`config.mk`:
```
export PLATFORM = sky130hd
export DESIGN_NAME = rsc_top
export DESIGN_NICKNAME = d
export VERILOG_FILES = /design/src/core/rsc_pkg.sv /design/src/core/rsc_clk_if.sv /design/src/core/rsc_clk_mux.sv /design/src/core/rsc_sync3.sv /design/src/core/rsc_top.sv
export SDC_FILE = /design/constraint.sdc
export NUM_CORES = 1
export LEC_CHECK = 0
export ABC_AREA = 0
export BUFFER_PORTS_ARGS = -buffer_cell sky130_fd_sc_hd__buf_2
export CORE_MARGIN = 4
export CORE_UTILIZATION = 35
export CTS_BUF_LIST = sky130_fd_sc_hd__clkbuf_4 sky130_fd_sc_hd__clkbuf_8
export CTS_CLUSTER_SIZE = 40
export DETAILED_ROUTE_END_ITERATION = 6
export GPL_TIMING_DRIVEN = 0
export MAX_ROUTING_LAYER = met4
export PLACE_DENSITY = 0.64
export SKIP_CTS_REPAIR_TIMING = 1
export SYNTH_ARGS = -nofsm -noshare
export SYNTH_HDL_FRONTEND = slang
export SYNTH_SLANG_ARGS = --single-unit
```
`constraint.sdc`:
```
create_clock -name clk -period 5.9 [get_ports clk]
set_clock_uncertainty 0.05 [all_clocks]
set_input_delay 0.295 -clock clk [delete_from_list [all_inputs] [get_ports clk]]
set_output_delay 0.295 -clock clk [all_outputs]
set_load 0.02 [all_outputs]
```
`src/core/rsc_pkg.sv`:
```
// Shared constants and types for the reset and sub-clock port controller.
package rsc_pkg;
   localparam int unsigned RSC_CLK_HZ = 125_000_000;
   localparam int unsigned RSC_MS_PER_S = 1000;
   localparam int unsigned RSC_STANDBY_MS = 50;
   localparam int unsigned RSC_STANDBY_CYC = RSC_CLK_HZ / RSC_MS_PER_S * RSC_STANDBY_MS;
   localparam int RSC_CNT_W = 24;
   localparam int RSC_PORT_W = 2;
   localparam int RSC_BOOT_W = 13;
   localparam logic [RSC_BOOT_W-1:0] RSC_BOOT_ADDR = 13'h0000;
   localparam int unsigned RSC_GAP_CYC = 4;
   localparam int RSC_GAP_W = 4;
   localparam int RSC_ADDR_W = 4;
   localparam int RSC_BYTE_W = 8;
   localparam int RSC_STRB_W = 4;
   localparam logic [RSC_ADDR_W-1:0] RSC_OFS_CTRL = 4'h0;
   localparam logic [RSC_ADDR_W-1:0] RSC_OFS_STAT = 4'h4;
   localparam logic [1:0] RSC_RESP_OKAY = 2'h0;
   localparam logic [1:0] RSC_RESP_SLVERR = 2'h2;
   localparam int RSC_ST_PIN_LSB = 0;
   localparam int RSC_ST_WAKE = 2;
   localparam int RSC_ST_SUB = 3;
   localparam int RSC_ST_CDSB = 4;
   localparam int RSC_ST_RUN = 5;

   // Use of the two shared pins.
   typedef enum logic [1:0] {RSC_OSC_PORT, RSC_OSC_X75K, RSC_OSC_X32K, RSC_OSC_RC} rsc_osc_t;

   // Control register layout, bit 0 upward from dir.
   typedef struct packed {
      logic cd_active;
      logic clk_sub;
      rsc_osc_t osc_mode;
      logic wake_en;
      logic [RSC_PORT_W-1:0] out;
      logic [RSC_PORT_W-1:0] pull_up;
      logic [RSC_PORT_W-1:0] pull_en;
      logic [RSC_PORT_W-1:0] dir;
   } rsc_ctrl_t;

   localparam rsc_ctrl_t RSC_CTRL_RST = '0;

   typedef enum logic [2:0] {RSC_S_RESET, RSC_S_STANDBY, RSC_S_RUN, RSC_S_HALT, RSC_S_WAIT}
      rsc_state_t;
endpackage

```
`src/core/rsc_clk_if.sv`:
```
// Handshake between the controller and the clock source switch.
`timescale 1ns/1ps
interface rsc_clk_if;
   logic req_sub;
   logic force_main;
   logic main_en;
   logic sub_en;
   modport ctl(output req_sub, output force_main, input main_en, input sub_en);
   modport mux(input req_sub, input force_main, output main_en, output sub_en);
endinterface

```
`src/core/rsc_clk_mux.sv`:
```
// Break-before-make sequencer for the controller clock source gates.
`timescale 1ns/1ps
module rsc_clk_mux import rsc_pkg::*; #(
   parameter int unsigned GAP_CYC = RSC_GAP_CYC
) (
   input wire logic clk,
   input wire logic rst,
   rsc_clk_if.mux sw
);
   typedef enum logic [1:0] {RSC_M_MAIN, RSC_M_GAP, RSC_M_SUB} rsc_mux_state_t;
   typedef struct packed {
      rsc_mux_state_t state;
      logic target;
      logic [RSC_GAP_W-1:0] cnt;
      logic main_en;
      logic sub_en;
   } rsc_mux_st_t;

   rsc_mux_st_t r_reg;
   rsc_mux_st_t r_next;

   // One gate closes, both stay closed for the gap, then the target opens; force_main during the gap makes that target main.
   always_comb begin
      r_next = r_reg;
      case (r_reg.state)
         RSC_M_MAIN: begin
            if (sw.req_sub && !sw.force_main) begin
               r_next.main_en = 1'b0;
               r_next.target = 1'b1;
               r_next.cnt = '0;
               r_next.state = RSC_M_GAP;
            end
         end
         RSC_M_SUB: begin
            if (!sw.req_sub || sw.force_main) begin
               r_next.sub_en = 1'b0;
               r_next.target = 1'b0;
               r_next.cnt = '0;
               r_next.state = RSC_M_GAP;
            end
         end
         RSC_M_GAP: begin
            r_next.cnt = r_reg.cnt + 1'b1;
            if (sw.force_main) begin
               r_next.target = 1'b0;
            end
            if (r_reg.cnt == RSC_GAP_W'(GAP_CYC - 1)) begin
               r_next.main_en = !r_next.target;
               r_next.sub_en = r_next.target;
               r_next.state = r_next.target ? RSC_M_SUB : RSC_M_MAIN;
            end
         end
         default: begin
            r_next.state = RSC_M_MAIN;
         end
      endcase
   end

   // State register; the main source is the one in use out of reset.
   always_ff @(posedge clk or posedge rst) begin
      if (rst) begin
         r_reg <= '{RSC_M_MAIN, 1'b0, '0, 1'b1, 1'b0};
      end else begin
         r_reg <= r_next;
      end
   end

   assign sw.main_en = r_reg.main_en;
   assign sw.sub_en = r_reg.sub_en;

   property p_never_both;
      @(posedge clk) disable iff (rst) !(r_reg.main_en && r_reg.sub_en);
   endproperty
   a_never_both: assert property (p_never_both) else $error("both clock gates open");

   property p_gap_before_sub;
      @(posedge clk) disable iff (rst)
         $rose(r_reg.sub_en) |-> !$past(r_reg.main_en) && !$past(r_reg.main_en, 2);
   endproperty
   a_gap_before_sub: assert property (p_gap_before_sub) else $error("no gap before sub");
endmodule

```
`src/core/rsc_sync3.sv`:
```
// Three-stage input synchroniser that accepts a level once stages two and three agree.
`timescale 1ns/1ps
module rsc_sync3 import rsc_pkg::*; #(
   parameter int W = 1,
   parameter logic [W-1:0] RST_VAL = '0
) (
   input wire logic clk,
   input wire logic rst,
   input wire logic [W-1:0] d,
   output logic [W-1:0] q
);
   typedef struct packed {
      logic [W-1:0] s1;
      logic [W-1:0] s2;
      logic [W-1:0] s3;
      logic [W-1:0] q;
   } rsc_sync_st_t;

   rsc_sync_st_t r_reg;
   rsc_sync_st_t r_next;

   // The first stage feeds only the second; the output moves where the later two agree.
   always_comb begin
      r_next = r_reg;
      r_next.s1 = d;
      r_next.s2 = r_reg.s1;
      r_next.s3 = r_reg.s2;
      r_next.q = (r_reg.s2 & ~(r_reg.s2 ^ r_reg.s3)) | (r_reg.q & (r_reg.s2 ^ r_reg.s3));
   end

   // State register.
   always_ff @(posedge clk or posedge rst) begin
      if (rst) begin
         r_reg <= {RST_VAL, RST_VAL, RST_VAL, RST_VAL};
      end else begin
         r_reg <= r_next;
      end
   end

   assign q = r_reg.q;
endmodule

```
`src/core/rsc_top.sv`:
```
// Reset start-up, controller clock choice and two-bit sub-oscillator port.
//
// Behaviour
// - While the reset pin is low the whole system is held in reset.
// - When the reset pin returns high the main crystal oscillator is enabled.
// - After release a standby count of about 50 ms runs, then the controller starts at 0.
// - Reset puts the disc section in standby until software activates it.
// - Each of the two port bits is set as input or output on its own.
// - A port bit used as input may have a pull-up or a pull-down attached.
// - With wake enabled, a level change on a port input ends clock-stop or wait.
// - One wake enable covers both pins together.
// - Software may turn the pins into a 75 kHz or 32.768 kHz crystal oscillator.
// - With only bit 0 used as RC oscillator input, bit 1 stays an ordinary port bit.
// - Any system reset selects the main crystal clock for controller and peripherals.
// - Once the pins are set to oscillator use, the controller clock may switch to it.
// - In oscillator use the clock-halt instruction stops that oscillator.
// - System reset returns both pins to port inputs whatever they were before.
//
// Register access over AXI4-Lite and the register addresses were decided locally.
`timescale 1ns/1ps
module rsc_top import rsc_pkg::*; #(
   parameter int unsigned STANDBY_CYC = RSC_STANDBY_CYC,
   parameter int unsigned GAP_CYC = RSC_GAP_CYC
) (
   input wire logic clk,
   input wire logic rst,
   input wire logic rst_pin_n,
   input wire logic [RSC_PORT_W-1:0] sub_osc_port_i,
   output logic [RSC_PORT_W-1:0] sub_osc_port_o,
   output logic [RSC_PORT_W-1:0] sub_osc_port_oe,
   output logic [RSC_PORT_W-1:0] pull_up_en,
   output logic [RSC_PORT_W-1:0] pull_dn_en,
   input wire logic clock_halt_instruction,
   input wire logic wait_instruction,
   output logic sys_reset,
   output logic main_osc_en,
   output logic sub_xtal_en,
   output logic sub_xtal_32k,
   output logic rc_osc_en,
   output logic clk_main_gate,
   output logic clk_sub_gate,
   output logic cpu_run,
   output logic cpu_start,
   output logic [RSC_BOOT_W-1:0] cpu_boot_addr,
   output logic cd_standby,
   input wire logic [RSC_ADDR_W-1:0] s_axi_awaddr,
   input wire logic s_axi_awvalid,
   output logic s_axi_awready,
   input wire logic [31:0] s_axi_wdata,
   input wire logic [RSC_STRB_W-1:0] s_axi_wstrb,
   input wire logic s_axi_wvalid,
   output logic s_axi_wready,
   output logic [1:0] s_axi_bresp,
   output logic s_axi_bvalid,
   input wire logic s_axi_bready,
   input wire logic [RSC_ADDR_W-1:0] s_axi_araddr,
   input wire logic s_axi_arvalid,
   output logic s_axi_arready,
   output logic [31:0] s_axi_rdata,
   output logic [1:0] s_axi_rresp,
   output logic s_axi_rvalid,
   input wire logic s_axi_rready
);
   typedef struct packed {
      rsc_state_t state;
      logic [RSC_CNT_W-1:0] cnt;
      rsc_ctrl_t ctrl;
      logic wake_flag;
      logic [RSC_PORT_W-1:0] pin_prev;
      logic aw_got;
      logic [RSC_ADDR_W-1:0] aw_addr;
      logic w_got;
      logic [31:0] w_data;
      logic [RSC_STRB_W-1:0] w_strb;
      logic awready;
      logic wready;
      logic bvalid;
      logic [1:0] bresp;
      logic arready;
      logic rvalid;
      logic [31:0] rdata;
      logic [1:0] rresp;
      logic sys_reset;
      logic main_osc_en;
      logic sub_xtal_en;
      logic sub_xtal_32k;
      logic rc_osc_en;
      logic req_sub;
      logic cpu_run;
      logic cpu_start;
      logic [RSC_BOOT_W-1:0] boot_addr;
      logic cd_standby;
      logic [RSC_PORT_W-1:0] pin_o;
      logic [RSC_PORT_W-1:0] pin_oe;
      logic [RSC_PORT_W-1:0] pu;
      logic [RSC_PORT_W-1:0] pd;
   } rsc_top_st_t;

   rsc_top_st_t r_reg;
   rsc_top_st_t r_next;

   logic rst_pin_q;
   logic [RSC_PORT_W-1:0] pin_q;
   logic sys_rst;
   logic [RSC_PORT_W-1:0] use_now;
   logic [RSC_PORT_W-1:0] use_next;
   logic [RSC_PORT_W-1:0] pin_chg;
   logic wake;
   logic wr_ctrl;
   logic wr_stat;
   logic [31:0] wr_bits;
   logic [31:0] stat;
   logic sub_run;

   rsc_clk_if sw();

   // Returns which pins act as port bits for a given pin use.
   function automatic logic [RSC_PORT_W-1:0] port_use(input rsc_osc_t mode);
      logic [RSC_PORT_W-1:0] m;
      m = '0;
      case (mode)
         RSC_OSC_PORT: m = '1;
         RSC_OSC_RC: m = 2'h2;
         default: m = '0;
      endcase
      return m;
   endfunction

   // Merges write data into an old word under the byte strobes.
   function automatic logic [31:0] merge(input logic [31:0] old, input logic [31:0] d,
                                         input logic [RSC_STRB_W-1:0] s);
      logic [31:0] v;
      v = old;
      for (int i = 0; i < RSC_STRB_W; i++) begin
         if (s[i]) begin
            v[i*RSC_BYTE_W +: RSC_BYTE_W] = d[i*RSC_BYTE_W +: RSC_BYTE_W];
         end
      end
      return v;
   endfunction

   // Reset pin and port pins arrive from outside the clock domain.
   rsc_sync3 #(.W(1), .RST_VAL(1'b0)) u_rst_sync (
      .clk(clk),
      .rst(rst),
      .d(rst_pin_n),
      .q(rst_pin_q)
   );

   rsc_sync3 #(.W(RSC_PORT_W), .RST_VAL('0)) u_pin_sync (
      .clk(clk),
      .rst(rst),
      .d(sub_osc_port_i),
      .q(pin_q)
   );

   rsc_clk_mux #(.GAP_CYC(GAP_CYC)) u_clk_mux (
      .clk(clk),
      .rst(rst),
      .sw(sw)
   );

   assign sys_rst = !rst_pin_q;
   assign sw.req_sub = r_reg.req_sub;
   assign sw.force_main = r_reg.sys_reset;

   // Status word as software reads it.
   always_comb begin
      stat = '0;
      stat[RSC_ST_PIN_LSB +: RSC_PORT_W] = pin_q;
      stat[RSC_ST_WAKE] = r_reg.wake_flag;
      stat[RSC_ST_SUB] = sw.sub_en;
      stat[RSC_ST_CDSB] = r_reg.cd_standby;
      stat[RSC_ST_RUN] = r_reg.cpu_run;
   end

   // Bus slave, start-up sequencer, backup modes and pin drive.
   always_comb begin
      r_next = r_reg;
      r_next.cpu_start = 1'b0;
      use_now = port_use(r_reg.ctrl.osc_mode);
      pin_chg = (pin_q ^ r_reg.pin_prev) & use_now & ~r_reg.ctrl.dir;
      r_next.pin_prev = pin_q;
      wake = r_reg.ctrl.wake_en && (|pin_chg);
      wr_ctrl = 1'b0;
      wr_stat = 1'b0;
      wr_bits = merge(32'(r_reg.ctrl), r_reg.w_data, r_reg.w_strb);

      // Write address and data may arrive in either order.
      if (s_axi_awvalid && r_reg.awready) begin
         r_next.aw_got = 1'b1;
         r_next.aw_addr = s_axi_awaddr;
      end
      if (s_axi_wvalid && r_reg.wready) begin
         r_next.w_got = 1'b1;
         r_next.w_data = s_axi_wdata;
         r_next.w_strb = s_axi_wstrb;
      end
      if (r_reg.bvalid && s_axi_bready) begin
         r_next.bvalid = 1'b0;
      end
      if (r_reg.aw_got && r_reg.w_got && !r_reg.bvalid) begin
         r_next.aw_got = 1'b0;
         r_next.w_got = 1'b0;
         r_next.bvalid = 1'b1;
         r_next.bresp = RSC_RESP_OKAY;
         case (r_reg.aw_addr)
            RSC_OFS_CTRL: wr_ctrl = 1'b1;
            RSC_OFS_STAT: wr_stat = 1'b1;
            default: r_next.bresp = RSC_RESP_SLVERR;
         endcase
      end
      if (wr_ctrl) begin
         r_next.ctrl = rsc_ctrl_t'(wr_bits[$bits(rsc_ctrl_t)-1:0]);
      end
      if (wr_stat && r_reg.w_strb[0] && r_reg.w_data[RSC_ST_WAKE]) begin
         r_next.wake_flag = 1'b0;
      end

      // Reads answer one cycle after the address is taken.
      if (r_reg.rvalid && s_axi_rready) begin
         r_next.rvalid = 1'b0;
      end
      if (s_axi_arvalid && r_reg.arready) begin
         r_next.rvalid = 1'b1;
         r_next.rresp = RSC_RESP_OKAY;
         case (s_axi_araddr)
            RSC_OFS_CTRL: r_next.rdata = 32'(r_reg.ctrl);
            RSC_OFS_STAT: r_next.rdata = stat;
            default: begin
               r_next.rdata = '0;
               r_next.rresp = RSC_RESP_SLVERR;
            end
         endcase
      end

      // Start-up and backup sequencing.
      case (r_reg.state)
         RSC_S_RESET: begin
            r_next.cnt = '0;
            r_next.state = RSC_S_STANDBY;
         end
         RSC_S_STANDBY: begin
            r_next.cnt = r_reg.cnt + 1'b1;
            if (r_reg.cnt == RSC_CNT_W'(STANDBY_CYC - 1)) begin
               r_next.state = RSC_S_RUN;
               r_next.cpu_start = 1'b1;
               r_next.boot_addr = RSC_BOOT_ADDR;
            end
         end
         RSC_S_RUN: begin
            if (clock_halt_instruction) begin
               r_next.state = RSC_S_HALT;
            end else if (wait_instruction) begin
               r_next.state = RSC_S_WAIT;
            end
         end
         RSC_S_HALT: begin
            // The main crystal was stopped, so it gets its standby count again.
            if (wake) begin
               r_next.cnt = '0;
               r_next.state = RSC_S_STANDBY;
            end
         end
         RSC_S_WAIT: begin
            if (wake) begin
               r_next.state = RSC_S_RUN;
            end
         end
         default: begin
            r_next.state = RSC_S_RESET;
         end
      endcase

      // Set wins over a clear in the same cycle.
      if (wake && (r_reg.state == RSC_S_HALT || r_reg.state == RSC_S_WAIT)) begin
         r_next.wake_flag = 1'b1;
      end

      // System reset overrides state, count, control, wake flag and boot address; cpu_start and the bus handshake are left alone.
      if (sys_rst) begin
         r_next.state = RSC_S_RESET;
         r_next.cnt = '0;
         r_next.ctrl = RSC_CTRL_RST;
         r_next.wake_flag = 1'b0;
         r_next.boot_addr = RSC_BOOT_ADDR;
      end

      // Outputs follow the next state so they leave straight from flip-flops.
      r_next.sys_reset = sys_rst;
      r_next.main_osc_en = !sys_rst && (r_next.state != RSC_S_HALT);
      sub_run = (r_next.state != RSC_S_HALT);
      r_next.sub_xtal_en = sub_run && (r_next.ctrl.osc_mode == RSC_OSC_X75K ||
                                       r_next.ctrl.osc_mode == RSC_OSC_X32K);
      r_next.sub_xtal_32k = (r_next.ctrl.osc_mode == RSC_OSC_X32K);
      r_next.rc_osc_en = sub_run && (r_next.ctrl.osc_mode == RSC_OSC_RC);
      // Switching is only asked for while the pins run an oscillator; settling is up to software.
      r_next.req_sub = r_next.ctrl.clk_sub && (r_next.ctrl.osc_mode != RSC_OSC_PORT) &&
                       sub_run;
      r_next.cpu_run = (r_next.state == RSC_S_RUN);
      r_next.cd_standby = !r_next.ctrl.cd_active;
      use_next = port_use(r_next.ctrl.osc_mode);
      r_next.pin_oe = use_next & r_next.ctrl.dir;
      r_next.pin_o = r_next.ctrl.out & r_next.pin_oe;
      r_next.pu = use_next & ~r_next.ctrl.dir & r_next.ctrl.pull_en & r_next.ctrl.pull_up;
      r_next.pd = use_next & ~r_next.ctrl.dir & r_next.ctrl.pull_en & ~r_next.ctrl.pull_up;
      r_next.awready = !r_next.aw_got && !r_next.bvalid;
      r_next.wready = !r_next.w_got && !r_next.bvalid;
      r_next.arready = !r_next.rvalid;
   end

   // State register; all but the bus slave stays in reset until the pin has been seen high.
   always_ff @(posedge clk or posedge rst) begin
      if (rst) begin
         r_reg <= '0;
         r_reg.state <= RSC_S_RESET;
         r_reg.ctrl <= RSC_CTRL_RST;
         r_reg.sys_reset <= 1'b1;
         r_reg.cd_standby <= 1'b1;
         r_reg.boot_addr <= RSC_BOOT_ADDR;
      end else begin
         r_reg <= r_next;
      end
   end

   assign sys_reset = r_reg.sys_reset;
   assign main_osc_en = r_reg.main_osc_en;
   assign sub_xtal_en = r_reg.sub_xtal_en;
   assign sub_xtal_32k = r_reg.sub_xtal_32k;
   assign rc_osc_en = r_reg.rc_osc_en;
   assign clk_main_gate = sw.main_en;
   assign clk_sub_gate = sw.sub_en;
   assign cpu_run = r_reg.cpu_run;
   assign cpu_start = r_reg.cpu_start;
   assign cpu_boot_addr = r_reg.boot_addr;
   assign cd_standby = r_reg.cd_standby;
   assign sub_osc_port_o = r_reg.pin_o;
   assign sub_osc_port_oe = r_reg.pin_oe;
   assign pull_up_en = r_reg.pu;
   assign pull_dn_en = r_reg.pd;
   assign s_axi_awready = r_reg.awready;
   assign s_axi_wready = r_reg.wready;
   assign s_axi_bvalid = r_reg.bvalid;
   assign s_axi_bresp = r_reg.bresp;
   assign s_axi_arready = r_reg.arready;
   assign s_axi_rvalid = r_reg.rvalid;
   assign s_axi_rdata = r_reg.rdata;
   assign s_axi_rresp = r_reg.rresp;

   property p_hold_reset;
      @(posedge clk) disable iff (rst) sys_rst |=> r_reg.sys_reset && !r_reg.cpu_run;
   endproperty
   a_hold_reset: assert property (p_hold_reset) else $error("reset not held");

   property p_osc_start;
      @(posedge clk) disable iff (rst) $fell(sys_rst) |=> r_reg.main_osc_en;
   endproperty
   a_osc_start: assert property (p_osc_start) else $error("main osc not started");

   property p_boot;
      @(posedge clk) disable iff (rst)
         (r_reg.state == RSC_S_STANDBY && r_reg.cnt == RSC_CNT_W'(STANDBY_CYC - 1) && !sys_rst)
         |=> r_reg.cpu_start && r_reg.cpu_run && r_reg.boot_addr == RSC_BOOT_ADDR;
   endproperty
   a_boot: assert property (p_boot) else $error("no start after standby count");

   property p_cd_standby;
      @(posedge clk) disable iff (rst) sys_rst |=> r_reg.cd_standby ##1 r_reg.cd_standby;
   endproperty
   a_cd_standby: assert property (p_cd_standby) else $error("disc section not in standby");

   property p_dir;
      @(posedge clk) disable iff (rst)
         r_reg.pin_oe == (port_use(r_reg.ctrl.osc_mode) & r_reg.ctrl.dir);
   endproperty
   a_dir: assert property (p_dir) else $error("pin drive does not follow direction");

   property p_pull;
      @(posedge clk) disable iff (rst)
         ((r_reg.pu | r_reg.pd) & r_reg.pin_oe) == '0 && (r_reg.pu & r_reg.pd) == '0;
   endproperty
   a_pull: assert property (p_pull) else $error("pull on driven pin or both pulls");

   property p_wake;
      @(posedge clk) disable iff (rst)
         (r_reg.state == RSC_S_HALT && wake && !sys_rst)
         |=> r_reg.state == RSC_S_STANDBY && r_reg.wake_flag;
   endproperty
   a_wake: assert property (p_wake) else $error("pin change did not end clock stop");

   property p_reset_pins;
      @(posedge clk) disable iff (rst)
         sys_rst |=> r_reg.ctrl == RSC_CTRL_RST && r_reg.pin_oe == '0 && !r_reg.req_sub;
   endproperty
   a_reset_pins: assert property (p_reset_pins) else $error("pins not back to inputs");

   property p_halt_osc;
      @(posedge clk) disable iff (rst)
         r_reg.state == RSC_S_HALT |-> !r_reg.sub_xtal_en && !r_reg.rc_osc_en;
   endproperty
   a_halt_osc: assert property (p_halt_osc) else $error("sub oscillator runs in clock stop");
endmodule
```
# Yosys cells after proc, flatten, opt, wreduce, memory -nomap -nowiden
# Cells that the tools add are included.
dict set report word_totals {
  register_bits 177
  latch_bits 0
  ram_bits 0
  rom_bits 0
  in_bits 56
  n_memories 0
}
dict set report classes {
  add_sub_neg 2
  mul 0
  div_mod_pow 0
  n_lt_le_gt_ge 0
  eq_ne 26
  shifts 0
  muxes 45
  bitwise 22
  n_reduce_logical 52
}
# operator count
set op_table {}
lappend op_table {{$pmux 24 s3} 1}
lappend op_table {{$mux 41} 1}
lappend op_table {{$mux 37} 1}
lappend op_table {{$mux 35} 1}
lappend op_table {{$mux 14} 2}
lappend op_table {{$mux 27} 1}
lappend op_table {{$mux 13} 2}
lappend op_table {{$pmux 13 s2} 1}
lappend op_table {{$add 24x1->24 const B} 1}
lappend op_table {{$eq 24x23->1 const B} 1}
lappend op_table {{$and 2x2->2} 10}
lappend op_table {{$logic_and 1x1->1} 19}
lappend op_table {{$mux 8} 2}
lappend op_table {{$mux 3} 5}
lappend op_table {{$pmux 3 s5} 1}
lappend op_table {{$pmux 5 s3} 1}
lappend op_table {{$mux 1} 13}
lappend op_table {{$reduce_and 3->1} 4}
lappend op_table {{$logic_not 1->1} 10}
lappend op_table {{$mux 2} 5}
lappend op_table {{$mux 5} 2}
lappend op_table {{$eq 3x2->1 const B} 3}
lappend op_table {{$eq 2x2->1 const B} 4}
lappend op_table {{$eq 4x3->1 const B} 2}
lappend op_table {{29 further kinds} 54}

# Depth between registers and ports, before layout
dict set report depth {
  ltp_word 14
  mapped_depth 9
}

# Modules after synthesis
# Synthesis repeated with hierarchy kept, for this count alone.
dict set report hier_totals {
  cells_unflattened 545
  area_unflattened_um2 5998.3
}
# mod instances cells_each area_per_inst_um2 seq_area_each_um2
set by_module_without_submodules {}
lappend by_module_without_submodules {rsc_top 1 466 5031.1 2529.9}
lappend by_module_without_submodules {rsc_clk_mux 1 60 610.6 226.5}
lappend by_module_without_submodules {{rsc_sync3 (u_pin_sync)} 1 13 241.5 200.2}
lappend by_module_without_submodules {{rsc_sync3 (u_rst_sync)} 1 6 115.1 100.1}

# Worst setup path before layout
# OpenSTA, ideal clock, no wires.
dict set report synth_timing {
  path_type {register -> register}
  from {reg r_reg, in the netlist s_axi_bvalid}
  to {reg r_reg, in the netlist pull_up_en[1]}
  setup_time_ps 95
  t_arrival_ps 2137
  slack_ps 3618
  stages_incl_launch_ff 9
  n_path_buf 1
  period_less_slack_ps 2282
  cell_sequence {dfrtp_1 and3b_1 buf_4 nand4b_1 mux2i_1 nand2b_1 ha_1 nand2b_1 nor4b_2}
}
# element line
set synth_rtl {}
lappend synth_rtl {{start: declaration} rsc_top.sv:99} ;# rsc_top_st_t r_reg;
lappend synth_rtl {{start signal: assignment} rsc_top.sv:322} ;# r_reg <= r_next;

==> impl_metrics.json <==
{
  "status": "completed",
  "hold_class": "in2reg",
  "ff_latch_area_um2": 3060,
  "nFillCells": 1566,
  "nNetsFinal": 725,
  "die_h_um": 137,
  "die_w_um": 137,
  "portBuffers": 71,
  "ys.warnings.count": 0,
  "slowest_stage": "dfrtp_1",
  "via_per_inst": 4.71,
  "cp_top_family": "simple AND/OR/NAND/NOR gates",
  "cts_buffer_depth": 2,
  "dieArea_um2": 18900,
  "synth-seq-cells": 122,
  "cp-end-kind": "flop",
  "multi_input_area_um2": 2330,
  "drv_slew": 0,
  "yosysSeqAreaShare_pct": 52.2,
  "worst_pin_slew_ns": 0.599,
  "vias": 4197,
  "grt_use_total_pct": 14.8,
  "path_class": "reg2reg",
  "start_util_pct": 35.5,
  "power_density_nw_per_um2": 313,
  "routed.top_layer": "met4",
  "synthFlopType": "dfrtp_1",
  "dp.final_hpwl_um": 9500,
  "drc": 0,
  "syn_avg_cell_area_um2": 11.1,
  "dpl-instance-area_um2": 6640,
  "cts_root_buffer": "clkbuf_8",
  "cts_tree": "done",
  "ir_drop_v": 0.000150,
  "max_freq_mhz": 383,
  "worst-endpoint-required_ns": 6.17,
  "clk_pin_slew_ns": 0.07,
  "fin_ws_ns": 3.29,
  "final_util_pct": 42.7,
  "grt-ovfl-total": 0,
  "setup_viol": 0,
  "grt_max_degree": 98,
  "cts_sinks": 122,
  "insertion_delay_ns": 0.42,
  "synth_edf_count": 0,
  "core-area_um2": 16500,
  "cts-htree-levels": 4,
  "wl_met3_um": 759,
  "worstPathCellList": "and3b_1 -> buf_4 -> nand4b_1 -> mux2i_1 -> nand2b_1 -> ha_1 -> nand2b_1 -> nor4b_2",
  "wl_per_cell_um": 14.4,
  "drive_above_1_share_pct": 31.4,
  "ant_nets": 0,
  "wl_met1_um": 5770,
  "post-route-min-period_ns": 2.61,
  "period_share_pct": 44.2,
  "antenna_found_initial": 1,
  "dr.pass1.iters": 6,
  "grt_pass1_vias": 4203,
  "syn-cell-area_um2": 5850,
  "largest_reg_flops": 64,
  "crit_buf_inv": 1,
  "hold_violations": 0,
  "leakagePower_nw": 3.51,
  "gp_congestion": 0.861,
  "startpoint_type": "flop",
  "max_slew_margin_pct": 59.9,
  "syn_inst": 529,
  "ys_types": 66,
  "row_count": 47,
  "worstPathMaxFanout": 6,
  "design_area_um2": 7030,
  "cp_slowest_stage_delay_ns": 0.40,
  "cpMostUsedCell": "nand2b_1",
  "grt_pass1_wl_um": 21300,
  "io_pins": 128,
  "wl_met2_um": 6240,
  "routed_wl_um": 12900,
  "drtIter0Drc": 196,
  "worstPathArrival_ns": 2.88,
  "cts_buffers": 17,
  "ys_async_sr_fraction_pct": 100,
  "maxCapViolations": 0,
  "rsz0062_at_grt": "false",
  "pre_cts_ws_ns": 3.24,
  "area_growth_pct": 20.2,
  "tns_ns": 0
}
[cell type report]
type	count	share of cell area [%]
sequential	122	43.5
inverter	18	1.03
clock buffer	24	4.16
timing repair buffer	77	6.16
multi-input combinational	345	33.1
tap	220	3.91
antenna	1	0.0356
clock inverter	8	0.694
buffer	77	7.45
[path summary, 6_finish.rpt]
check | depth (start not counted) | endpoint | slack, ns | start
max | 8 | pull_up_en[1] | 3.29 | s_axi_bvalid
min reg2reg | 0 | u_pin_sync.r_next[2] | 0.31 | u_pin_sync.r_next[4]
min | 2 | s_axi_rvalid | 0.05 | s_axi_rready
max in group asynchronous | 4 | s_axi_rdata[3] | 4.73 | rst
min in group asynchronous | 3 | cpu_start | 0.33 | rst
max reg2reg | 8 | pull_up_en[1] | 3.29 | s_axi_bvalid
[where the power goes]
group	leakage [nW]	internal (W)	switching, W
logic	1.75	0.000230	0.000273
registers	1.58	0.000968	0.0000926
clock network	0.181	0.000326	0.000315
total	3.51	0.00152	0.000680
[per-layer routing]
| metal | global-route usage (%) | vias to the layer above |
|---|---|---|
| met2 | 23.6 | 104 |
| met4 | 3.99 | 0 |
| met1 | 18.5 | 2033 |
| met5 | - | - |
| li1 | - | 2050 |
| met3 | 4.35 | 10 |
[kinds of logic (layout without fill, tap and decap cells)]
| kind of cell | after synthesis | in the layout | share of synthesized area [%] |
|---|---|---|---|
| and+or+nand+nor | 146 | 146 | 14.8 |
| DFF | 122 | 122 | 52.2 |
| AOI/OAI and AO/OA | 105 | 105 | 11.7 |
| buffers and inverters | 95 | 204 | 10.1 |
| muxes | 41 | 41 | 7.50 |
| adders and majority gates | 14 | 14 | 2.87 |
| xor gates and xnor gates | 5 | 5 | 0.748 |
| other | 1 | 35 | 0.0641 |
[worst register-to-register path, cell delays in order, from the launching register on]
cell	delay [ns]
dfrtp_1	0.40
and3b_1	0.21
buf_4	0.14
nand4b_1	0.40
mux2i_1	0.23
nand2b_1	0.22
ha_1	0.39
nand2b_1	0.21
nor4b_2	0.27
[cells in the final DEF, fill, tap and decap left out, types with 5 or more instances in the layout]
cell type	instances
a21oi_1	17
a22o_1	8
a31oi_1	8
buf_2	78
buf_4	58
clkbuf_1	10
clkbuf_4	6
clkbuf_8	18
clkinv_2	5
conb_1	34
dfrtp_1	119
dlygate4sd3_1	5
ha_1	11
inv_1	16
mux2_2	22
mux2i_1	18
nand2_1	29
nand2b_1	8
nand3_1	9
nand4_1	8
nor2_1	32
nor2b_1	9
nor3_2	5
o21ai_0	29
o21ai_1	6
o31ai_1	12
[synthesized netlist by cell type, drive strengths merged, types with 3 or more instances]
cell,instances,area share [%]
dfrtp,119,51
buf,66,8.2
o21ai,35,3.0
nor2,32,2.1
nand2,30,2.1
mux2,23,4.4
mux2i,18,3.1
a21oi,17,1.5
inv,17,1.1
o31ai,12,1.5
clkbuf,11,0.73
ha,11,2.4
nand2b,9,1.0
nand3,9,0.77
nor2b,9,0.96
nor3,9,1.2
a22o,8,1.2
a31oi,8,0.86
nand4,8,0.86
nand4b,5,0.86
a21o,4,0.51
a22oi,4,0.51
and3,4,0.43
nand3b,4,0.51
a211oi,3,0.38
and2,3,0.32
and3b,3,0.45
and4,3,0.45
and4bb,3,0.64
dfstp,3,1.3
maj3,3,0.51
nor3b,3,0.58
nor4,3,0.32
o21a,3,0.38
xnor2,3,0.45
[metrics by stage]
step | hold slack (ns) | cells | total power, W
after floorplan | 0.276 | 562 | 0.00143
after global placement | 0.287 | 853 | 0.00155
after detailed placement | 0.224 | 854 | 0.00158
after CTS | -0.248 | 886 | 0.00223
after global routing | 0.0180 | 892 | 0.00234
final | 0.0456 | 892 | 0.00220
(Power assumes the default switching activity.)
